<file path="config.mk">
export PLATFORM = sky130hd
export DESIGN_NAME = uatx_top
export DESIGN_NICKNAME = d
export VERILOG_FILES = /design/src/verilog/uatx_baud_gen.v /design/src/verilog/uatx_shifter.v /design/src/verilog/uatx_top.v
export VERILOG_INCLUDE_DIRS = /design/src /design/src/verilog
export SDC_FILE = /design/constraint.sdc
export NUM_CORES = 1
export LEC_CHECK = 0
export BUFFER_PORTS_ARGS = -buffer_cell sky130_fd_sc_hd__clkbuf_2
export CAP_MARGIN = 10
export CELL_PAD_IN_SITES_DETAIL_PLACEMENT = 0
export CELL_PAD_IN_SITES_GLOBAL_PLACEMENT = 1
export CORE_ASPECT_RATIO = 0.8
export CORE_MARGIN = 2
export CORE_UTILIZATION = 44
export DETAILED_ROUTE_END_ITERATION = 12
export GPL_TIMING_DRIVEN = 0
export PLACE_DENSITY = 0.85
export SYNTH_ARGS = -nofsm -noshare
export SYNTH_HDL_FRONTEND = slang
export SYNTH_SLANG_ARGS = --single-unit
</file>
<file path="constraint.sdc">
create_clock -name clk -period 2.93 [get_ports clk]
set_input_delay 0.586 -clock clk [delete_from_list [all_inputs] [get_ports clk]]
set_output_delay 0.586 -clock clk [all_outputs]
set_load 0.005 [all_outputs]
</file>
<file path="src/verilog/uatx_consts.vh">
// Offsets, field positions, reset values and timing counts of the async transmitter
`ifndef UATX_CONSTS_VH
`define UATX_CONSTS_VH

// Register word offsets (byte addresses)
`define UATX_ADDR_TXCTL     8'h00
`define UATX_ADDR_RXCTL     8'h04
`define UATX_ADDR_DIVISOR   8'h08
`define UATX_ADDR_TXDATA    8'h0C
`define UATX_ADDR_PINDIR    8'h10
`define UATX_ADDR_POWER     8'h14

// transmit_status_control fields
`define UATX_TXCTL_NINTH_BIT   0
`define UATX_TXCTL_SHIFT_EMPTY 1
`define UATX_TXCTL_HIGH_BAUD   2
`define UATX_TXCTL_SYNC        4
`define UATX_TXCTL_TX_EN       5
`define UATX_TXCTL_NINE_BIT    6
`define UATX_TXCTL_CLK_SRC     7

// receive_status_control fields
`define UATX_RXCTL_PORT_EN     7

// Status word fields (read in TXDATA slot high bits)
`define UATX_STAT_BUF_EMPTY    8
`define UATX_STAT_TX_IE        9

// pin_direction_bits fields
`define UATX_PINDIR_TX         6
`define UATX_PINDIR_RX         7

// Reset values
`define UATX_TXCTL_RESET       8'h02
`define UATX_RXCTL_RESET       8'h00
`define UATX_DIVISOR_RESET     8'h00
`define UATX_PINDIR_RESET      8'hFF

// Prescale: base ticks per bit
`define UATX_PRE_ASYNC_LOW     8'd64
`define UATX_PRE_ASYNC_HIGH    8'd16
`define UATX_PRE_SYNC          8'd4

// Frame shape
`define UATX_FRAME_BITS_8      4'd10
`define UATX_FRAME_BITS_9      4'd11

`endif

</file>
<file path="src/verilog/uatx_baud_gen.v">
// Baud generator: 8-bit reloading divider plus bit-rate prescaler
`timescale 1ns/1ps
`include "uatx_consts.vh"

module uatx_baud_gen (
   input  wire       clk,
   input  wire       rst,
   input  wire       run,
   input  wire       high_baud_select,
   input  wire       sync_mode,
   input  wire [7:0] divisor,
   output reg        base_tick,
   output reg        bit_tick
);

   reg  [7:0] div_cnt_q;
   reg  [7:0] pre_cnt_q;
   wire [7:0] pre_limit;

   ////////////////////////////////////////////////////////////////////////
   // Prescale selection
   assign pre_limit = sync_mode ? `UATX_PRE_SYNC :
                      (high_baud_select ? `UATX_PRE_ASYNC_HIGH : `UATX_PRE_ASYNC_LOW);

   ////////////////////////////////////////////////////////////////////////
   // Divider reloads from divisor on expiry
   always @(posedge clk) begin
      if (rst || !run) begin
         div_cnt_q <= 8'h00;
         pre_cnt_q <= 8'h00;
         base_tick <= 1'b0;
         bit_tick  <= 1'b0;
      end else begin
         base_tick <= 1'b0;
         bit_tick  <= 1'b0;
         if (div_cnt_q == 8'h00) begin
            div_cnt_q <= divisor;
            base_tick <= 1'b1;
            if (pre_cnt_q >= pre_limit - 8'h01) begin
               pre_cnt_q <= 8'h00;
               bit_tick  <= 1'b1;
            end else begin
               pre_cnt_q <= pre_cnt_q + 8'h01;
            end
         end else begin
            div_cnt_q <= div_cnt_q - 8'h01;
         end
      end
   end

endmodule

</file>
<file path="src/verilog/uatx_shifter.v">
// Transmit shift register: frames start, data LSB first, optional ninth, stop
`timescale 1ns/1ps
`include "uatx_consts.vh"

module uatx_shifter (
   input  wire       clk,
   input  wire       rst,
   input  wire       load,
   input  wire [8:0] load_data,
   input  wire       load_nine,
   input  wire       bit_tick,
   output reg        busy,
   output reg        done,
   output reg        serial_out
);

   reg [10:0] shreg_q;
   reg [3:0]  count_q;

   always @(posedge clk) begin
      if (rst) begin
         shreg_q    <= 11'h7FF;
         count_q    <= 4'h0;
         busy       <= 1'b0;
         done       <= 1'b0;
         serial_out <= 1'b1;
      end else begin
         done <= 1'b0;
         if (load && !busy) begin
            // Stop, ninth or stop, data, start; shifted from bit 0
            // No parity bit is built; a ninth bit is whatever software wrote
            shreg_q <= load_nine ? {1'b1, load_data[8], load_data[7:0], 1'b0}
                                 : {2'b11, load_data[7:0], 1'b0};
            count_q <= load_nine ? `UATX_FRAME_BITS_9 : `UATX_FRAME_BITS_8;
            busy    <= 1'b1;
         end else if (busy && bit_tick) begin
            serial_out <= shreg_q[0];
            shreg_q    <= {1'b1, shreg_q[10:1]};
            count_q    <= count_q - 4'h1;
            if (count_q == 4'h0) begin
               busy       <= 1'b0;
               done       <= 1'b1;
               serial_out <= 1'b1;
            end
         end
      end
   end

endmodule

</file>
<file path="src/verilog/uatx_top.v">
// Async transmitter top: Wishbone registers, holding register, pin control
`timescale 1ns/1ps
`include "uatx_consts.vh"

module uatx_top (
   input  wire        clk,
   input  wire        rst,
   input  wire        wb_cyc_i,
   input  wire        wb_stb_i,
   input  wire        wb_we_i,
   input  wire [7:0]  wb_adr_i,
   input  wire [3:0]  wb_sel_i,
   input  wire [31:0] wb_dat_i,
   output reg  [31:0] wb_dat_o,
   output reg         wb_ack_o,
   output wire        wb_err_o,
   input  wire        sleep_req,
   input  wire        tx_clock_pin_i,
   output wire        tx_clock_pin_o,
   output wire        tx_clock_pin_oe,
   input  wire        rx_data_pin_i,
   output wire        rx_data_pin_o,
   output wire        rx_data_pin_oe
);

   ////////////////////////////////////////////////////////////////////////
   // Registers
   reg  [7:0] txctl_q;
   reg  [7:0] rxctl_q;
   reg  [7:0] divisor_q;
   reg  [7:0] pindir_q;
   reg        tx_ie_q;
   reg  [8:0] hold_q;
   reg        hold_full_q;
   reg        sleep_s1_q;
   reg        sleep_s2_q;

   wire port_enable;
   wire transmit_enable;
   wire sync_mode;
   wire async_run;
   wire tx_run;
   wire bit_tick;
   wire sh_busy;
   wire sh_done;
   wire sh_out;
   wire sh_rst;
   wire load;
   wire wb_req;
   wire wr_en;
   wire hit_data;
   wire tx_buffer_empty_flag;
   wire tx_shift_empty;

   function valid_addr;
      input [7:0] a;
      begin
         valid_addr = (a == `UATX_ADDR_TXCTL) || (a == `UATX_ADDR_RXCTL) ||
                      (a == `UATX_ADDR_DIVISOR) || (a == `UATX_ADDR_TXDATA) ||
                      (a == `UATX_ADDR_PINDIR);
      end
   endfunction

   ////////////////////////////////////////////////////////////////////////
   // Sleep request synchroniser
   always @(posedge clk) begin
      if (rst) begin
         sleep_s1_q <= 1'b0;
         sleep_s2_q <= 1'b0;
      end else begin
         sleep_s1_q <= sleep_req;
         sleep_s2_q <= sleep_s1_q;
      end
   end

   ////////////////////////////////////////////////////////////////////////
   // Mode decode
   assign port_enable     = rxctl_q[`UATX_RXCTL_PORT_EN];
   assign transmit_enable = txctl_q[`UATX_TXCTL_TX_EN];
   assign sync_mode       = txctl_q[`UATX_TXCTL_SYNC];
   assign async_run       = port_enable && !sync_mode && !sleep_s2_q;
   assign tx_run          = async_run && transmit_enable;
   assign sh_rst          = rst || !port_enable || !transmit_enable;

   ////////////////////////////////////////////////////////////////////////
   // Wishbone slave, one-cycle ack
   assign wb_req   = wb_cyc_i && wb_stb_i && !wb_ack_o;
   assign wr_en    = wb_req && wb_we_i && wb_sel_i[0];
   assign hit_data = wb_adr_i == `UATX_ADDR_TXDATA;
   assign wb_err_o = 1'b0;

   always @(posedge clk) begin
      if (rst) begin
         wb_ack_o <= 1'b0;
         wb_dat_o <= 32'h0000_0000;
      end else begin
         wb_ack_o <= wb_req;
         wb_dat_o <= 32'h0000_0000;
         if (wb_req && !wb_we_i && valid_addr(wb_adr_i)) begin
            case (wb_adr_i)
               `UATX_ADDR_TXCTL: begin
                  wb_dat_o[7:0] <= {txctl_q[7:2], tx_shift_empty, txctl_q[0]};
               end
               `UATX_ADDR_RXCTL: begin
                  wb_dat_o[7:0] <= rxctl_q;
               end
               `UATX_ADDR_DIVISOR: begin
                  wb_dat_o[7:0] <= divisor_q;
               end
               `UATX_ADDR_TXDATA: begin
                  wb_dat_o[`UATX_STAT_BUF_EMPTY] <= tx_buffer_empty_flag;
                  wb_dat_o[`UATX_STAT_TX_IE]     <= tx_ie_q;
               end
               `UATX_ADDR_PINDIR: begin
                  wb_dat_o[7:0] <= pindir_q;
               end
               default: begin
                  wb_dat_o <= 32'h0000_0000;
               end
            endcase
         end
      end
   end

   ////////////////////////////////////////////////////////////////////////
   // Control registers stay writable while port is disabled
   always @(posedge clk) begin
      if (rst) begin
         txctl_q   <= `UATX_TXCTL_RESET;
         rxctl_q   <= `UATX_RXCTL_RESET;
         divisor_q <= `UATX_DIVISOR_RESET;
         pindir_q  <= `UATX_PINDIR_RESET;
         tx_ie_q   <= 1'b0;
      end else if (wr_en) begin
         case (wb_adr_i)
            `UATX_ADDR_TXCTL: begin
               txctl_q <= wb_dat_i[7:0];
            end
            `UATX_ADDR_RXCTL: begin
               rxctl_q <= wb_dat_i[7:0];
            end
            `UATX_ADDR_DIVISOR: begin
               divisor_q <= wb_dat_i[7:0];
            end
            `UATX_ADDR_PINDIR: begin
               pindir_q <= wb_dat_i[7:0];
            end
            `UATX_ADDR_TXDATA: begin
               if (wb_sel_i[1]) begin
                  tx_ie_q <= wb_dat_i[`UATX_STAT_TX_IE];
               end
            end
            default: begin
               tx_ie_q <= tx_ie_q;
            end
         endcase
      end
   end

   ////////////////////////////////////////////////////////////////////////
   // Holding register; ninth bit captured at write time
   assign load = hold_full_q && !sh_busy && !sh_done && tx_run;

   always @(posedge clk) begin
      if (sh_rst) begin
         hold_full_q <= 1'b0;
         hold_q      <= 9'h000;
      end else begin
         if (wr_en && hit_data) begin
            hold_q      <= {txctl_q[`UATX_TXCTL_NINTH_BIT], wb_dat_i[7:0]};
            hold_full_q <= 1'b1;
         end else if (load) begin
            hold_full_q <= 1'b0;
         end
      end
   end

   // Flag follows enable and empty holding register, whatever tx_ie_q says
   assign tx_buffer_empty_flag = port_enable && transmit_enable && !hold_full_q;
   assign tx_shift_empty       = !sh_busy;

   ////////////////////////////////////////////////////////////////////////
   // Datapath
   uatx_baud_gen u_baud (
      .clk              (clk),
      .rst              (rst),
      .run              (async_run),
      .high_baud_select (txctl_q[`UATX_TXCTL_HIGH_BAUD]),
      .sync_mode        (sync_mode),
      .divisor          (divisor_q),
      .base_tick        (),
      .bit_tick         (bit_tick)
   );

   uatx_shifter u_shift (
      .clk        (clk),
      .rst        (sh_rst),
      .load       (load),
      .load_data  (hold_q),
      .load_nine  (txctl_q[`UATX_TXCTL_NINE_BIT]),
      .bit_tick   (bit_tick && tx_run),
      .busy       (sh_busy),
      .done       (sh_done),
      .serial_out (sh_out)
   );

   ////////////////////////////////////////////////////////////////////////
   // Pins: device drives the TX pin when port and transmitter are enabled and its direction bit is input; RX pin never driven
   assign tx_clock_pin_o  = sh_out;
   assign tx_clock_pin_oe = port_enable && transmit_enable &&
                            pindir_q[`UATX_PINDIR_TX];
   assign rx_data_pin_o   = 1'b1;
   assign rx_data_pin_oe  = 1'b0;

endmodule

</file>
==> flow_summary.toml <==
[route]
via_per_inst = 5.17
wl_met1_mm = 4.54
drtIter0Drc = 169
wl_met2_mm = 3.69
dr.pass1.iters = 6
drc = 0
post_drt_wl_per_cell_microns = 14.5
dr_wl_met3_microns = 523
drtAntennaViolNets = 0
finalWirelength_mm = 8.85
vias = 3154
highest_layer = "met4"

[cells_and_area]
n_fill_cell = 808
final_cell_area_sq_um = 4570
nets = 554
fin_cells = 610
syn_to_final_growth_pct = 15.5
layout.cells.most_common = "dfxtp_1"
regArea_sq_um = 1780
multi_input_area_sq_um = 1960
layout_common_cells = "dfxtp_1 (89), nor2_1 (69), clkbuf_2 (38)"
layout-drive-gt1-share = 0.181
n_antenna_cell = 0

[critical_path]
cp.required_ns = 3.15
worstPathArrival_ns = 2.41
critPathLaunchType = "input port"
critPathKind = "in2reg"
crit_start = "wb_adr_i[5]"
endpoint_kind = "flip-flop"
r2r_start = "u_baud.div_cnt_q[0]"
cp_max_fo = 8

[synth]
yosys_most_used_dff = "dfxtp_1"
ys_ff_latch = 89
syn_area_per_cell_sq_um = 9.37
synth_top_cell_by_area = "dfxtp_1"
synthTopCellsByArea = "dfxtp_1 (45%), mux2i_1 (8.4%), nor2_1 (6.5%), buf_4 (4.9%), nand2_1 (3.3%)"
syn_area_sq_um = 3960
synth_edf_count = 0
ys_seq_area_frac = 0.450
ys_types = 53
ys_async_sr_fraction = 0
yosysWarnings = 0
post_synth_inst_count = 422
synth.top_cell.area_share = 0.450

[timing]
finalSetupTns_ns = 0
timing.hold.ws_ns = 0.442
max_freq_ghz = 0.457
timing.final.crit_share = 0.748
worst_pin_slew_ns = 1.05
fin_worst_skew_ns = 0.00882
setup_viol = 0
finalHoldViolCount = 0
relSlewSlack = 0.293
rsz0062_at_grt = "no"
min_period_ns = 2.19
slew_viol_final = 0

[global_routing]
grt_use_total = 0.193
grt_max_degree = 14
grt_pass1_wl_mm = 14.3
grt-ovfl-total = 0
antenna_found_initial = 0
grt_pass1_vias = 2876

[clock_tree]
cts-root-buf = "clkbuf_8"
ctsHoldBuffers = 0
cts_htree_levels = 3
clkTransAtPathRegs_ns = 0.07
clk_latency_ns = 0.36
cts.sinks = 89
post_cts_buffers = 0
cts_tree = "built"
cts_buffers = 9
clk_path_buf_depth = 2
cts_resized = 0

[power]
total_power_mw = 2.15
total_leakage_power_nw = 1.90
power-per-cell-area_nw_per_um2 = 471
ir_drop_mv = 0.291

[placed_design]
post_dp_cell_area_sq_um = 4370
dp_cells = 594
io_buffers = 37
gp_congestion = 0.810
place_hpwl_mm = 6.49

[floorplanning]
die-area_sq_um = 9770
die_x_microns = 110
coreArea_sq_um = 8600
die_h_microns = 88.8
initial_core_util = 0.460
ios = 90
rows = 30

[hold_path]
hp-class = "reg2reg"
hold_path.startpoint = "u_shift.shreg_q[7]"

[outcome]
status = "finished, final reports clean"

[flow_run]
cap_violations = 0
## per-layer routing
layer / vias to the layer above / GRT usage
li1: 1598 / -
met1: 1451 / 0.283
met2: 93 / 0.282
met3: 12 / 0.0442
met4: 0 / 0.0587
met5: - / 0
## cells by family (layout without fill, tap and decap cells)
kind of cell,after synthesis,count (layout),share of synthesized area
AOI/OAI and AO/OA,63,63,0.123
other,2,25,0.00190
xor gates and xnor gates,11,11,0.0244
and+or+nand+nor,163,163,0.212
adders and majority gates,8,8,0.0253
DFF,89,89,0.450
buffers and inverters,52,105,0.0762
muxes,34,34,0.0864
## cell type report
cell class	instances	area share
inverters	13	0.0107
well taps	112	0.0307
flip-flops and latches	89	0.390
multi-input cells	304	0.429
plain buffers	39	0.0553
clock buffers	12	0.0340
clock inverters	3	0.00877
repair buffers	38	0.0416
## synthesized netlist by cell type (all sizes together) (2+ instances only)
master / number
or3: 2
dfxtp: 89
clkbuf: 10
o21ai: 6
nand4: 2
nor4: 8
a21oi: 9
o211ai: 9
nor3b: 4
ha: 8
buf: 29
nor2b: 2
inv: 13
mux2i: 33
xor2: 4
conb: 2
nor3: 12
or4: 2
xnor2: 7
a221oi: 9
a211oi: 6
or4b: 3
a222oi: 8
a22o: 7
nand2: 35
nor4b: 2
nand3: 10
nor2: 69
and3: 2
and2: 5
## metrics by stage
stage | util | setup WS (ns)
after floorplan | - | 0.729
after global placement | 0.508 | 0.384
after detailed placement | 0.508 | 0.372
after CTS | 0.531 | 0.732
after global routing | 0.531 | 0.428
final | 0.531 | 0.740
## registers in the layout, summed over array words and instances, names as in the netlist, 4 cells and up
register,count
divisor_q,8
hold_q,9
pindir_q,8
rxctl_q,8
txctl_q,7
u_baud.div_cnt_q,8
u_baud.pre_cnt_q,8
u_shift.count_q,4
u_shift.shreg_q,10
wb_dat_o,10
## critical path, stage by stage
cell and delay (ns):
clkbuf_2 0.11, or4_4 0.53, buf_6 0.15, nor4_4 0.69
mux2i_1 0.29, nor2_1 0.05
## worst paths after layout
path	end	slack [ns]	cells past startpoint
max	rxctl_q[5]	0.74	6
min	u_shift.shreg_q[7]	0.44	2
max reg2reg	u_baud.div_cnt_q[1]	0.78	5
min reg2reg	u_shift.shreg_q[7]	0.44	2
## power by group
part           internal, mW  total [mW]  switching [mW]
clock                 0.434       0.839           0.405
sequential             1.21        1.21        0.000572
combinational        0.0428       0.101          0.0581
total                  1.69        2.15           0.464
No activity file was read; power rests on OpenSTA's default activity.
